[config.mk]
export PLATFORM = sky130hd
export DESIGN_NAME = smws_top
export DESIGN_NICKNAME = d
export VERILOG_FILES = /design/src/design/smws_pkg.sv /design/src/design/smws_top.sv /design/src/design/smws_sync.sv
export SDC_FILE = /design/constraint.sdc
export NUM_CORES = 1
export LEC_CHECK = 0
export ABC_CLOCK_PERIOD_IN_PS = 3190
export BUFFER_PORTS_ARGS = -buffer_cell sky130_fd_sc_hd__buf_2
export CORE_UTILIZATION = 59
export DETAILED_ROUTE_END_ITERATION = 10
export HOLD_SLACK_MARGIN = 0.12
export PLACE_DENSITY = 0.93
export SLEW_MARGIN = 10
export SYNTH_ARGS = -nofsm -noshare
export SYNTH_HDL_FRONTEND = slang
export SYNTH_SLANG_ARGS = --single-unit
[constraint.sdc]
create_clock -name sys_clk_in -period 3.19 [get_ports sys_clk_in]
set_clock_uncertainty 0.1 [all_clocks]
set_input_delay 0.638 -clock sys_clk_in [delete_from_list [all_inputs] [get_ports sys_clk_in]]
set_output_delay 0.638 -clock sys_clk_in [all_outputs]
set_load 0.01 [all_outputs]
[src/design/smws_pkg.sv]
// Purpose : Shared constants for the stop mode wake sequencer
// Assumes : sys_clk_in is the oscillator clock fxx
// Notes   : Control register image is eight bits wide
package smws_pkg;

    // ------------------------------------------------------------
    // Control register layout
    // ------------------------------------------------------------
    localparam int          MODE_HI_BIT   = 7;
    localparam int          MODE_LO_BIT   = 6;
    localparam int          STAB_CLOCK_SELECT_BIT_BIT      = 5;
    localparam int          CLOCK_SOURCE_SELECT_BIT_BIT     = 4;
    localparam int          STOP_BIT      = 1;
    localparam logic [7:0]  PSC_RESET     = 8'hc0;
    localparam logic [1:0]  CLOCK_OUTPUT_PIN_NORMAL = 2'h0;
    localparam logic [1:0]  CLOCK_OUTPUT_PIN_INHIB  = 2'h3;

    // ------------------------------------------------------------
    // Stabilization counter timing (oscillator cycles)
    // ------------------------------------------------------------
    localparam int unsigned STAB_TICKS    = 256;
    localparam int unsigned STAB_DIV_LOG0 = 8;
    localparam int unsigned STAB_DIV_LOG1 = 9;
    localparam int unsigned STAB_CYC_SEL0 = STAB_TICKS << STAB_DIV_LOG0;
    localparam int unsigned STAB_CYC_SEL1 = STAB_TICKS << STAB_DIV_LOG1;
    localparam int          STAB_W        = 18;
    localparam logic [1:0]  ARM_DONE      = 2'h3;

    // ------------------------------------------------------------
    // Sequencer states
    // ------------------------------------------------------------
    typedef enum logic [3:0] {
        ST_RUN  = 4'b0001,
        ST_STOP = 4'b0010,
        ST_WAIT = 4'b0100,
        ST_STAB = 4'b1000
    } smws_state_e;

endpackage

[src/design/smws_top.sv]
// Purpose : Software stop mode entry, wake and clock output control
// Assumes : Core, oscillator and pads obey the enables driven here
// Notes   : Wake by reset is the ordinary synchronous reset
//
// Operation
// - In stop, CPU clock, system clock and clock generator are all halted.
// - Writing the stop request bit through the control port enters stop.
// - Stop keeps register and RAM contents, halts peripherals and execution.
// - Stop floats expansion bus, holds ports, drives clock output pin low.
// - Only an interrupt edge or the reset input ends stop.
// - Interrupt wake also accepts it, unless entered inside its handler: then pending.
// - Reset wake performs the ordinary reset sequence.
// - Valid edge ends stop; counter starts at following inactive edge.
// - After count completes, clocks restart and handler is entered.
// - Stop requested while interrupt pending wakes at once, counting if resonator.
// - Reset falling edge ends stop; outside sets settling time by pulse width.
// - External clock select 1: no counting, execution restarts immediately.
// - Resonator select 0: counter runs, execution restarts when done.
// - Counter clock select 0 gives fxx over 2^8, 1 gives 2^9.
// - Inhibit mode stops the clock output pin, held low.
// - Mode field 00 normal, 11 inhibit, others reserved.
// - Single-chip: clock output low after reset until 00 written.
// - Flash programming mode: clock output pin always low.
`timescale 1ns/10ps
`default_nettype none
module smws_top
    import smws_pkg::*;
#(
    parameter int unsigned STAB_CYC_DIV256 = STAB_CYC_SEL0,
    parameter int unsigned STAB_CYC_DIV512 = STAB_CYC_SEL1
) (
    input  wire logic       sys_clk_in,
    input  wire logic       nrst_in,
    input  wire logic       psc_wr_in,
    input  wire logic [7:0] psc_wdata_in,
    input  wire logic       nmi_pin_in,
    input  wire logic       nmi_rise_sel_in,
    input  wire logic       nmi_ack_in,
    input  wire logic       nmi_pending_flag_in,
    input  wire logic       single_chip_in,
    input  wire logic       flash_prog_in,
    output var  logic [7:0] psc_rdata_out,
    output var  logic       cpu_clk_en_out,
    output var  logic       sys_clk_en_out,
    output var  logic       clkgen_en_out,
    output var  logic       periph_stop_out,
    output var  logic       bus_float_out,
    output var  logic       port_hold_out,
    output var  logic       stop_mode_out,
    output var  logic       stab_busy_out,
    output var  logic       nmi_req_out,
    output var  logic       nmi_take_out,
    output var  logic       clock_output_pin_out
);

    // ------------------------------------------------------------
    // Declarations
    // ------------------------------------------------------------
    smws_state_e       state_reg;
    smws_state_e       state_next;
    logic [1:0]        clock_output_pin_mode_reg;
    logic              stab_clock_select_bit;
    logic              clock_source_select_bit;
    logic              stop_request_bit;
    logic              clock_output_pin_released_reg;
    logic [2:0]        pin_sync;
    logic              nmi_lvl;
    logic              single_chip;
    logic              flash_prog;
    logic              nmi_prev_reg;
    logic [1:0]        arm_cnt_reg;
    logic              nmi_active;
    logic              nmi_edge;
    logic              nmi_req_reg;
    logic [STAB_W-1:0] stabilization_counter;
    logic [STAB_W-1:0] stab_last;
    logic              stab_done;
    logic              stop_wr;
    logic              resume;
    logic              clk_allow;

    // ------------------------------------------------------------
    // Pin synchronisation
    // ------------------------------------------------------------
    smws_sync #(
        .W          (3)
    ) u_pin_sync (
        .sys_clk_in (sys_clk_in),
        .nrst_in    (nrst_in),
        .d_in       ({flash_prog_in, single_chip_in, nmi_pin_in}),
        .q_out      (pin_sync)
    );

    assign nmi_lvl     = pin_sync[0];
    assign single_chip = pin_sync[1];
    assign flash_prog  = pin_sync[2];

    // ------------------------------------------------------------
    // Interrupt edge detection and request latch
    // ------------------------------------------------------------
    // Edges ignored until synchroniser has settled after reset
    always_ff @(posedge sys_clk_in) begin
        if (!nrst_in) begin
            nmi_prev_reg <= 1'b0;
            arm_cnt_reg  <= 2'h0;
        end else begin
            nmi_prev_reg <= nmi_lvl;
            if (arm_cnt_reg != ARM_DONE) begin
                arm_cnt_reg <= arm_cnt_reg + 2'h1;
            end
        end
    end

    // Active level is the level following the valid edge
    assign nmi_active = (nmi_lvl == nmi_rise_sel_in);
    assign nmi_edge   = (arm_cnt_reg == ARM_DONE) && nmi_active
                        && (nmi_prev_reg != nmi_lvl);

    // A new edge in the acknowledge cycle is kept, set beats clear
    always_ff @(posedge sys_clk_in) begin
        if (!nrst_in) begin
            nmi_req_reg <= 1'b0;
        end else if (nmi_edge) begin
            nmi_req_reg <= 1'b1;
        end else if (nmi_ack_in) begin
            nmi_req_reg <= 1'b0;
        end
    end

    // ------------------------------------------------------------
    // Control register
    // ------------------------------------------------------------
    assign stop_wr = psc_wr_in && (state_reg == ST_RUN)
                     && psc_wdata_in[STOP_BIT];

    // Writes only land while the core runs; core is frozen otherwise
    always_ff @(posedge sys_clk_in) begin
        if (!nrst_in) begin
            clock_output_pin_mode_reg         <= PSC_RESET[MODE_HI_BIT:MODE_LO_BIT];
            stab_clock_select_bit   <= PSC_RESET[STAB_CLOCK_SELECT_BIT_BIT];
            clock_source_select_bit <= PSC_RESET[CLOCK_SOURCE_SELECT_BIT_BIT];
        end else if (psc_wr_in && (state_reg == ST_RUN)) begin
            clock_output_pin_mode_reg         <= psc_wdata_in[MODE_HI_BIT:MODE_LO_BIT];
            stab_clock_select_bit   <= psc_wdata_in[STAB_CLOCK_SELECT_BIT_BIT];
            clock_source_select_bit <= psc_wdata_in[CLOCK_SOURCE_SELECT_BIT_BIT];
        end
    end

    // Stop bit reads back as one until the wake clears it
    always_ff @(posedge sys_clk_in) begin
        if (!nrst_in) begin
            stop_request_bit <= 1'b0;
        end else begin
            stop_request_bit <= (state_next != ST_RUN);
        end
    end

    // Clock output stays low after reset until 00 is written
    always_ff @(posedge sys_clk_in) begin
        if (!nrst_in) begin
            clock_output_pin_released_reg <= 1'b0;
        end else if (psc_wr_in && (state_reg == ST_RUN)
                     && (psc_wdata_in[MODE_HI_BIT:MODE_LO_BIT] == CLOCK_OUTPUT_PIN_NORMAL)) begin
            clock_output_pin_released_reg <= 1'b1;
        end
    end

    // Read image, unused bits as zero
    always_ff @(posedge sys_clk_in) begin
        if (!nrst_in) begin
            psc_rdata_out <= PSC_RESET;
        end else begin
            psc_rdata_out <= {clock_output_pin_mode_reg, stab_clock_select_bit,
                              clock_source_select_bit, 2'h0,
                              (state_next != ST_RUN), 1'b0};
        end
    end

    // ------------------------------------------------------------
    // Stabilization counter
    // ------------------------------------------------------------
    // Counts raw oscillator cycles; the prescaler is folded in
    assign stab_last = stab_clock_select_bit ?
                       STAB_W'(STAB_CYC_DIV512 - 1) :
                       STAB_W'(STAB_CYC_DIV256 - 1);
    assign stab_done = (state_reg == ST_STAB) && (stabilization_counter == stab_last);

    always_ff @(posedge sys_clk_in) begin
        if (!nrst_in) begin
            stabilization_counter <= '0;
        end else if (state_reg == ST_STAB) begin
            stabilization_counter <= stabilization_counter + STAB_W'(1);
        end else begin
            stabilization_counter <= '0;
        end
    end

    // ------------------------------------------------------------
    // Sequencer
    // ------------------------------------------------------------
    // Reset is the only other way out, handled by nrst_in itself
    always_comb begin
        state_next = state_reg;
        resume     = 1'b0;
        case (state_reg)
            ST_RUN: begin
                if (stop_wr && (nmi_req_reg || nmi_edge)) begin
                    // Pending request: wake at once; the same write may change the source
                    if (psc_wdata_in[CLOCK_SOURCE_SELECT_BIT_BIT]) begin
                        resume = 1'b1;
                    end else begin
                        state_next = ST_STAB;
                    end
                end else if (stop_wr) begin
                    state_next = ST_STOP;
                end
            end
            ST_STOP: begin
                if (nmi_edge && clock_source_select_bit) begin
                    state_next = ST_RUN;
                    resume     = 1'b1;
                end else if (nmi_edge) begin
                    state_next = ST_WAIT;
                end
            end
            ST_WAIT: begin
                if (!nmi_active) begin
                    state_next = ST_STAB;
                end
            end
            ST_STAB: begin
                if (stab_done) begin
                    state_next = ST_RUN;
                    resume     = 1'b1;
                end
            end
            default: begin
                state_next = ST_RUN;
            end
        endcase
    end

    // Synchronous reset returns to run from any state
    always_ff @(posedge sys_clk_in) begin
        if (!nrst_in) begin
            state_reg <= ST_RUN;
        end else begin
            state_reg <= state_next;
        end
    end

    // ------------------------------------------------------------
    // Clock and pad enables
    // ------------------------------------------------------------
    // Registered from next state so they line up with state_reg
    always_ff @(posedge sys_clk_in) begin
        if (!nrst_in) begin
            cpu_clk_en_out  <= 1'b1;
            sys_clk_en_out  <= 1'b1;
            clkgen_en_out   <= 1'b1;
            periph_stop_out <= 1'b0;
            bus_float_out   <= 1'b0;
            port_hold_out   <= 1'b0;
            stop_mode_out   <= 1'b0;
            stab_busy_out   <= 1'b0;
        end else begin
            cpu_clk_en_out  <= (state_next == ST_RUN);
            sys_clk_en_out  <= (state_next == ST_RUN);
            clkgen_en_out   <= (state_next != ST_STOP);
            periph_stop_out <= (state_next != ST_RUN);
            bus_float_out   <= (state_next != ST_RUN);
            port_hold_out   <= (state_next != ST_RUN);
            stop_mode_out   <= (state_next != ST_RUN);
            stab_busy_out   <= (state_next == ST_STAB);
        end
    end

    // ------------------------------------------------------------
    // Interrupt hand-off to the core
    // ------------------------------------------------------------
    // Inside the handler the wake only restarts; request stays pending
    always_ff @(posedge sys_clk_in) begin
        if (!nrst_in) begin
            nmi_req_out  <= 1'b0;
            nmi_take_out <= 1'b0;
        end else begin
            nmi_req_out  <= (nmi_req_reg || nmi_edge) && !(nmi_ack_in && !nmi_edge);
            nmi_take_out <= resume && !nmi_pending_flag_in;
        end
    end

    // ------------------------------------------------------------
    // Clock output pin
    // ------------------------------------------------------------
    // Half rate of sys_clk_in; reserved codes also keep the pin low
    assign clk_allow = (clock_output_pin_mode_reg == CLOCK_OUTPUT_PIN_NORMAL)
                       && !flash_prog
                       && (!single_chip || clock_output_pin_released_reg)
                       && (state_next == ST_RUN);

    always_ff @(posedge sys_clk_in) begin
        if (!nrst_in) begin
            clock_output_pin_out <= 1'b0;
        end else begin
            clock_output_pin_out <= clk_allow && !clock_output_pin_out;
        end
    end
endmodule // smws_top
`default_nettype wire

[src/design/smws_sync.sv]
// Purpose : Two flip-flop synchroniser for pin inputs
// Assumes : Inputs are asynchronous levels
// Notes   : Only the second stage is visible outside
`timescale 1ns/10ps
`default_nettype none
module smws_sync #(
    parameter int W = 1
) (
    input  wire logic         sys_clk_in,
    input  wire logic         nrst_in,
    input  wire logic [W-1:0] d_in,
    output var  logic [W-1:0] q_out
);
    logic [W-1:0] meta_reg;

    // ------------------------------------------------------------
    // Two stage capture
    // ------------------------------------------------------------
    // First stage feeds only the second stage
    always_ff @(posedge sys_clk_in) begin
        if (!nrst_in) begin
            meta_reg <= '0;
            q_out    <= '0;
        end else begin
            meta_reg <= d_in;
            q_out    <= meta_reg;
        end
    end
endmodule // smws_sync
`default_nettype wire

==> results of run 1 <==
## layout make-up
cell class	instances	area (um2)	share of cell area, %
clock inverter	3	90.1	3.93
multi-input combinational	138	987	43.0
sequential	48	961	41.9
inverter	4	15.0	0.655
tap	46	57.6	2.51
clock buffer	5	37.5	1.64
timing repair buffer	29	145	6.33
## where the power goes
group / total (mW) / switching (mW) / internal [mW]
clock: 0.517 / 0.195 / 0.323
combinational: 0.0730 / 0.0366 / 0.0364
sequential: 0.631 / 0.0122 / 0.619
total: 1.22 / 0.243 / 0.978
## metal layers
| layer | vias to the layer above | global-route usage, % | part of all wire (%) |
|---|---|---|---|
| met5 | - | 0 | 0 |
| met4 | 0 | 7.79 | 1.7 |
| met3 | 7 | 8.53 | 4.6 |
| met2 | 36 | 36.4 | 51 |
| met1 | 683 | 23.7 | 43 |
| li1 | 745 | - | - |
## cell usage after synthesis, types with 3 or more instances
master / number / area, um2
nor2b_1: 6 / 37.5
and2_1: 15 / 93.8
nor4b_4: 3 / 71.3
xor2_1: 11 / 96.3
dfxtp_1: 48 / 961
or3_1: 7 / 43.8
xnor2_1: 3 / 26.3
clkbuf_1: 4 / 15.0
mux2i_1: 5 / 50.1
and3_1: 3 / 18.8
nand3_1: 9 / 45.0
o21ai_0: 5 / 25.0
and4_1: 3 / 26.3
a21oi_1: 8 / 40.0
nor2_1: 15 / 56.3
inv_1: 4 / 15.0
buf_4: 9 / 67.6
o31a_1: 3 / 26.3
o21ai_1: 5 / 25.0
nand4_1: 3 / 18.8
nand2_1: 8 / 30.0
## critical path, cell delays in order, from the launching register on
cell	delay, ns
dfxtp_1	0.39
ha_1	0.24
and4b_1	0.30
o31a_1	0.18
o211ai_2	0.12
a2111oi_2	0.42
## metrics by stage
step | util, % | hold WS (ns)
CTS | 68.7 | 0.349
finish | 68.7 | 0.351
global placement | 64.9 | 0.314
global route | 68.7 | 0.344
floorplan | - | 0.312
detailed placement | 64.9 | 0.318
## final timing paths
| check | startpoint | end | slack (ns) |
|---|---|---|---|
| max reg2reg | arm_cnt_reg[0] | clock_output_pin_out | 1.33 |
| max | arm_cnt_reg[0] | clock_output_pin_out | 1.33 |
| min reg2reg | u_pin_sync.meta_reg[2] | u_pin_sync.q_out[2] | 0.35 |
| min | u_pin_sync.meta_reg[2] | u_pin_sync.q_out[2] | 0.35 |
## logic make-up after synthesis
| logic type | share of synthesized area (%) |
|---|---|
| AOI/OAI and AO/OA | 10.6 |
| xor gates and xnor gates | 5.97 |
| adders and majority gates | 1.22 |
| buffers and inverters | 5.48 |
| DFF | 46.8 |
| muxes | 2.44 |
| other | 0.183 |
| and+or+nand+nor | 27.3 |
==> out/summary.txt, run 1 <==
status: finished with violations
failing checks: design-rule violations
total of max-cap violations: 0
worst-path fanout max: 4
Placed Instances: 265
Highest Clock Rate: 539 MHz
largest net degree at the start of global routing: 31
Worst EP required: 3.35 ns
Total GRT Usage: 21.2%
Post-CTS Resized: 0
total CTS buffers: 5
FILL cells: 249
Site Rows: 21
gate count after technology mapping: 203
initial antenna violation count: 0
Iteration-0 DRC Markers: 104
EDFF count, synth: 0
r2r worst-path depth: 5
Fin. Hold Viols: 0
Die X: 61.0 um
GR Overflow Total: 0
Post-synth top flop: dfxtp_1
Fin Setup TNS: 0 ns
Seq cells post-synth: 48
Die H: 61.0 um
drt drc: 2
hold depth: 1
RSZ-0062 raised after global routing: no
CTS sink count: 48
max FFs per register: 18
CP arrival: 2.02 ns
Final setup viols: 0
starting density of the core: 61.5%
first-pass GRT wire length: 5670 um
Slew Viols, Final: 0
min Tclk post-route: 1.86 ns
routed vias/inst: 5.39
syn avg cell area: 10.1 um2
Net count, final: 245
DP Worst Slack: 1.23 ns
finished layout cell area: 2290 um2
TritonCTS clock tree: done
crit end category: flip-flop
Power Dens Cells: 533 nW/um2
dpl hpwl: 2440 um
WL per Instance: 12.6 um
Post-DRT Antenna Nets: 0
clk buf depth: 2
Non-Filler Instances: 273
Port Buf Inserts: 29
DP Area: 2170 um2
Pwr Total: 1.22 mW
Async SR Flop Fraction: 0%
die area: 3720 um2
Reg clk slew, reported paths: 0.14 ns
most common cell after layout, fill and taps aside: dfxtp_1
routability cong.: 0.756
Clock Latency Late Sink: 0.37 ns
Setup crit start kind: flip-flop
vias: 1471
I/O Pins: 36
clock root cell: clkbuf_4
Seq/Total Area, Yosys: 46.8%
total wire length: 3430 um
DRT Pass-1 Iters: 7
vias in the first global route: 1346
H-Tree Depth: 2
critical path type: flip-flop to flip-flop
final worst-path cycle share: 58.2%
post-CTS setup buffer count: 0
Tightest Hold Check Type: flip-flop to flip-flop
CORE AREA: 3340 um2
IR drop worst, VDD: 0.457 mV
post-synthesis cell type count: 44
Final WS setup: 1.33 ns
Layout area overhead: 11.7%
commonest non-fill, non-tap cells in the layout: 48 x dfxtp_1, 29 x buf_2, 15 x and2_1, 15 x nor2_1, 11 x xor2_1
Synth warnings: 0
hold-fix buffers at CTS: 0
ant diodes: 0
mapped cell area: 2050 um2
P_leak: 0.913 nW
share of layout cells above drive strength 1: 21.6%
No activity file was read; power rests on OpenSTA's default activity.
==> inputs of run 2 (changes only) <==
Settings changed: ABC_CLOCK_PERIOD_IN_PS 3190 to 1690, CORE_UTILIZATION 59 to 49, PLACE_DENSITY 0.93 to 0.84.
Clock period 3.19 ns to 1.69 ns, I/O delays scaled along.
==> out/summary.txt, run 2 (synthesized netlist as in run 1, its figures left out) <==
Slew Viols, Final: 0 (unchanged)
total wire length: 3770 um (+9.8%)
worst-path fanout max: 3 (-1)
I/O Pins: 36 (unchanged)
die area: 4450 um2 (+20%)
Net count, final: 263 (+7.3%)
WL per Instance: 12.8 um (+1.6%)
commonest non-fill, non-tap cells in the layout: 39 x dfxtp_1, 29 x buf_2, 18 x buf_4, 15 x and2_1, 14 x nor2_1
Setup crit start kind: flip-flop
routed vias/inst: 5.21 (-3.4%)
hold depth: 2 (+1)
Final setup viols: 0 (unchanged)
routability cong.: 0.762 (+0.79%)
WHS Endpoint: u_pin_sync.meta_reg[2]
final worst-path cycle share: 98.2% (+40 points)
DP Area: 2260 um2 (+4.4%)
ant diodes: 0 (unchanged)
Clock Latency Late Sink: 0.30 ns (-0.07 ns)
drt drc: 2 (unchanged)
crit end category: flip-flop
GR Overflow Total: 0 (unchanged)
starting density of the core: 51.3% (-10 points)
Worst Hold Launch: flash_prog_in
largest net degree at the start of global routing: 20 (-35%)
final hold slack: 0.136 ns (-0.215 ns)
Highest Clock Rate: 603 MHz (+12%)
max FFs per register: 18 (unchanged)
status: finished with violations
DP Worst Slack: 0.0128 ns (-1.22 ns)
dpl hpwl: 2630 um (+7.7%)
hold-fix buffers at CTS: 0 (unchanged)
Iteration-0 DRC Markers: 88 (-15%)
flop-to-flop setup slack: 0.03 ns (-1.30 ns)
H-Tree Depth: 2 (unchanged)
Die X: 66.7 um (+9.4%)
Post-DRT Antenna Nets: 0 (unchanged)
TritonCTS clock tree: done
Worst EP required: 1.79 ns (-1.56 ns)
Layout area overhead: 19.4%
Tightest Hold Check Type: input pin to flip-flop
FF-to-FF End: state_reg[3]
RSZ-0062 raised after global routing: yes
Site Rows: 23 (+9.5%)
most common cell after layout, fill and taps aside: dfxtp_1
worst r2r src: stabilization_counter[14]
CORE AREA: 4000 um2 (+20%)
Reg clk slew, reported paths: 0.09 ns (-0.05 ns)
vias in the first global route: 1457 (+8.2%)
Die H: 66.7 um (+9.4%)
first-pass GRT wire length: 6160 um (+8.6%)
initial antenna violation count: 0 (unchanged)
CTS sink count: 48 (unchanged)
DRT Pass-1 Iters: 7 (unchanged)
share of layout cells above drive strength 1: 33.5% (+12 points)
CP arrival: 1.76 ns (-0.26 ns)
Port Buf Inserts: 29 (unchanged)
Final WS setup: 0.0303 ns (-1.30 ns)
min Tclk post-route: 1.66 ns (-0.196 ns)
finished layout cell area: 2450 um2 (+6.9%)
IR drop worst, VDD: 0.341 mV (-25%)
r2r worst-path depth: 5 (unchanged)
critical path type: flip-flop to flip-flop
Total GRT Usage: 18.4% (-2.9 points)
Power Dens Cells: 887 nW/um2 (+67%)
clock root cell: clkbuf_8
clk buf depth: 2 (unchanged)
total of max-cap violations: 0 (unchanged)
total CTS buffers: 5 (unchanged)
P_leak: 0.997 nW (+9.2%)
failing checks: design-rule violations
vias: 1536 (+4.4%)
Fin. Hold Viols: 0 (unchanged)
Final Util: 61.3% (-7.5 points)
## run 2: cell count changes in the layout (fill, tap and decap cells not counted), sizes merged
cell,change
buf,+18
bufinv,-2
clkinv,+1
clkinvlp,+1
## run 2: cell type report
type                    instances  area [um2]
fillers                       333        1550
multi-input cells             138        1010
flip-flops and latches         48         975
repair buffers                 47         280
clock buffers                   5        68.8
well taps                      50        62.6
clock inverters                 3        42.5
inverters                       4        15.0
## run 2: worst max-delay path, cell delays in order, from the launching register on
cell and delay, ns:
dfxtp_2 0.35, nand4_1 0.19, nor4b_4 0.39, buf_4 0.17
a21boi_1 0.08, o31a_1 0.27
## run 2: metrics by stage
step | power [mW] | instances | TNS (ns)
2_1_floorplan | 1.32 | 205 | 0
3_3_place_gp | 1.36 | 281 | 0
3_5_place_dp | 1.36 | 281 | 0
4_1_cts | 2.18 | 289 | 0
5_1_grt | 2.26 | 295 | -0.180
6_report | 2.18 | 295 | 0
## run 2: what timing repair did
| item | 4_1_cts | 5_1_grt |
|---|---|---|
| pin swaps | 3 | 6 |
| setup buffers | 0 | 6 |
| endpoints found under the setup margin | 7 | 13 |
| gates resized for setup | 4 | 14 |
## run 2: how the worst max path moves through the flow
stage	slack, ns	to	from	cells after the start
floorplan	0.09	stab_busy_out	arm_cnt_reg[0]	5
global placement	0.04	state_reg[3]	arm_cnt_reg[0]	5
detailed placement	0.01	clock_output_pin_mode_reg[1]	state_reg[0]	5
CTS	0.01	psc_rdata_out[1]	arm_cnt_reg[0]	5
global route	-0.04	clock_output_pin_out	stabilization_counter[14]	4
finish	0.03	state_reg[3]	stabilization_counter[14]	5
## run 2: report_power, final
part	switching, mW	internal, mW
registers	0.0272	1.17
clock network	0.381	0.438
logic	0.0740	0.0867
## run 2: per-layer routing
layer	part of all wire (%)	track usage, %	vias to the layer above
li1	-	-	775
met1	43	19.6	722
met2	51	33.6	32
met3	4.2	5.14	7
met4	1.4	7.18	0
met5	0	0	-
==> inputs of run 3 (changes only) <==
Settings changed: RECOVER_POWER from default to 50.
==> out/summary.txt, run 3 (synthesized netlist as in run 1, its figures left out) <==
Die H: 66.7 um (unchanged)
ant diodes: 0 (unchanged)
most common cell after layout, fill and taps aside: dfxtp_1
I/O Pins: 36 (unchanged)
RSZ-0062 raised after global routing: yes
FF-to-FF End: state_reg[3]
WHS Endpoint: u_pin_sync.meta_reg[2]
Clock Latency Late Sink: 0.30 ns (about the same)
share of layout cells above drive strength 1: 31.8% (-1.6 points)
hold-fix buffers at CTS: 0 (unchanged)
Worst Hold Launch: flash_prog_in
Layout area overhead: 19.0%
Net count, final: 263 (unchanged)
clk buf depth: 2 (unchanged)
starting density of the core: 51.3% (unchanged)
critical path type: flip-flop to flip-flop
WL per Instance: 12.8 um (about the same)
r2r worst-path depth: 5 (unchanged)
Iteration-0 DRC Markers: 86 (-2.3%)
Site Rows: 23 (unchanged)
commonest non-fill, non-tap cells in the layout: 39 x dfxtp_1, 26 x buf_2, 17 x buf_4, 14 x nor2_1
Fin. Hold Viols: 0 (unchanged)
Total GRT Usage: 18.4% (unchanged)
routed vias/inst: 5.21 (+0.13%)
Power Dens Cells: 889 nW/um2 (+0.20%)
vias: 1538 (+0.13%)
finished layout cell area: 2440 um2 (-0.31%)
Setup crit start kind: flip-flop
worst-path fanout max: 3 (unchanged)
Final setup viols: 0 (unchanged)
Worst EP required: 1.79 ns (about the same)
CP arrival: 1.76 ns (about the same)
largest net degree at the start of global routing: 20 (unchanged)
vias in the first global route: 1457 (unchanged)
FILL cells: 336 (+0.90%)
P_leak: 0.980 nW (-1.7%)
total wire length: 3770 um (about the same)
failing checks: design-rule violations
worst r2r src: stabilization_counter[14]
flop-to-flop setup slack: 0.03 ns (about the same)
TritonCTS clock tree: done
CORE AREA: 4000 um2 (unchanged)
CTS sink count: 48 (unchanged)
H-Tree Depth: 2 (unchanged)
crit end category: flip-flop
Port Buf Inserts: 29 (unchanged)
drt drc: 2 (unchanged)
final worst-path cycle share: 98.2% (about the same)
hold depth: 2 (unchanged)
DP Area: 2260 um2 (unchanged)
die area: 4450 um2 (unchanged)
initial antenna violation count: 0 (unchanged)
DRT Pass-1 Iters: 7 (unchanged)
first-pass GRT wire length: 6160 um (unchanged)
clock root cell: clkbuf_8
routability cong.: 0.762 (unchanged)
status: finished with violations
Highest Clock Rate: 603 MHz (about the same)
max FFs per register: 18 (unchanged)
Reg clk slew, reported paths: 0.09 ns (about the same)
Die X: 66.7 um (unchanged)
total CTS buffers: 5 (unchanged)
Post-DRT Antenna Nets: 0 (unchanged)
final hold slack: 0.136 ns (+0.000146 ns)
IR drop worst, VDD: 0.341 mV (about the same)
min Tclk post-route: 1.66 ns (+0.0000490 ns)
total of max-cap violations: 0 (unchanged)
Tightest Hold Check Type: input pin to flip-flop
Slew Viols, Final: 0 (unchanged)
dpl hpwl: 2630 um (unchanged)
GR Overflow Total: 0 (unchanged)
[run 3: cell types whose count changed in the layout (fill, tap and decap cells not counted), sizes merged]
cell,previous run,this run
buf,47,43
clkbuf,5,9
[run 3: worst max path at each step]
stage,startpoint,endpoint,slack [ns],depth (start not counted)
final,stabilization_counter[14],state_reg[3],0.03,5
after global routing,stabilization_counter[14],clock_output_pin_out,-0.04,4
after CTS,arm_cnt_reg[0],psc_rdata_out[1],0.01,5
after detailed placement,state_reg[0],clock_output_pin_mode_reg[1],0.01,5
after global placement,arm_cnt_reg[0],state_reg[3],0.04,5
after floorplan,arm_cnt_reg[0],stab_busy_out,0.09,5
[run 3: layer usage]
layer  GRT usage (%)  vias to the layer above  wire length (um)
li1                -                      773                 -
met1            19.6                      728              1640
met2            33.6                       30              1920
met3            5.14                        7               148
met4            7.18                        0                55
met5               0                        -                 0
[run 3: cell type report]
type | instances | area [um2] | area share (%)
Clock buffer | 5 | 68.8 | 2.82
Clock inverter | 3 | 42.5 | 1.74
Inverter | 4 | 15.0 | 0.614
Multi-Input combinational cell | 138 | 1010 | 41.2
Sequential cell | 48 | 975 | 39.9
Tap cell | 50 | 62.6 | 2.56
Timing Repair Buffer | 47 | 273 | 11.2
[run 3: through the flow]
stage / setup slack, ns / setup TNS, ns / power (mW) / cells / util, %
2_1_floorplan: 0.0882 / 0 / 1.32 / 205 / -
3_3_place_gp: 0.0404 / 0 / 1.36 / 281 / 56.5
3_5_place_dp: 0.0128 / 0 / 1.36 / 281 / 56.5
4_1_cts: 0.0124 / 0 / 2.18 / 289 / 59.5
5_1_grt: -0.0429 / -0.180 / 2.26 / 295 / 61.1
6_report: 0.0302 / 0 / 2.17 / 295 / 61.1
[run 3: what timing repair did]
action | 4_1_cts | 5_1_grt
buffers inserted | 0 | 6
endpoints found under the setup margin | 7 | 13
cloned | 0 | 0
pin swaps | 3 | 6
resized for setup | 4 | 14
[run 3: power breakdown]
group	total (mW)	switching (mW)	internal (mW)
Clock	0.819	0.381	0.438
Sequential	1.20	0.0271	1.17
Combinational	0.159	0.0742	0.0848
Total	2.17	0.482	1.69
[run 3: critical path, cell delays in order, from the launching register on]
cell      delay [ns]
dfxtp_2         0.35
nand4_1         0.19
nor4b_4         0.39
buf_4           0.17
a21boi_1        0.08
o31a_1          0.27
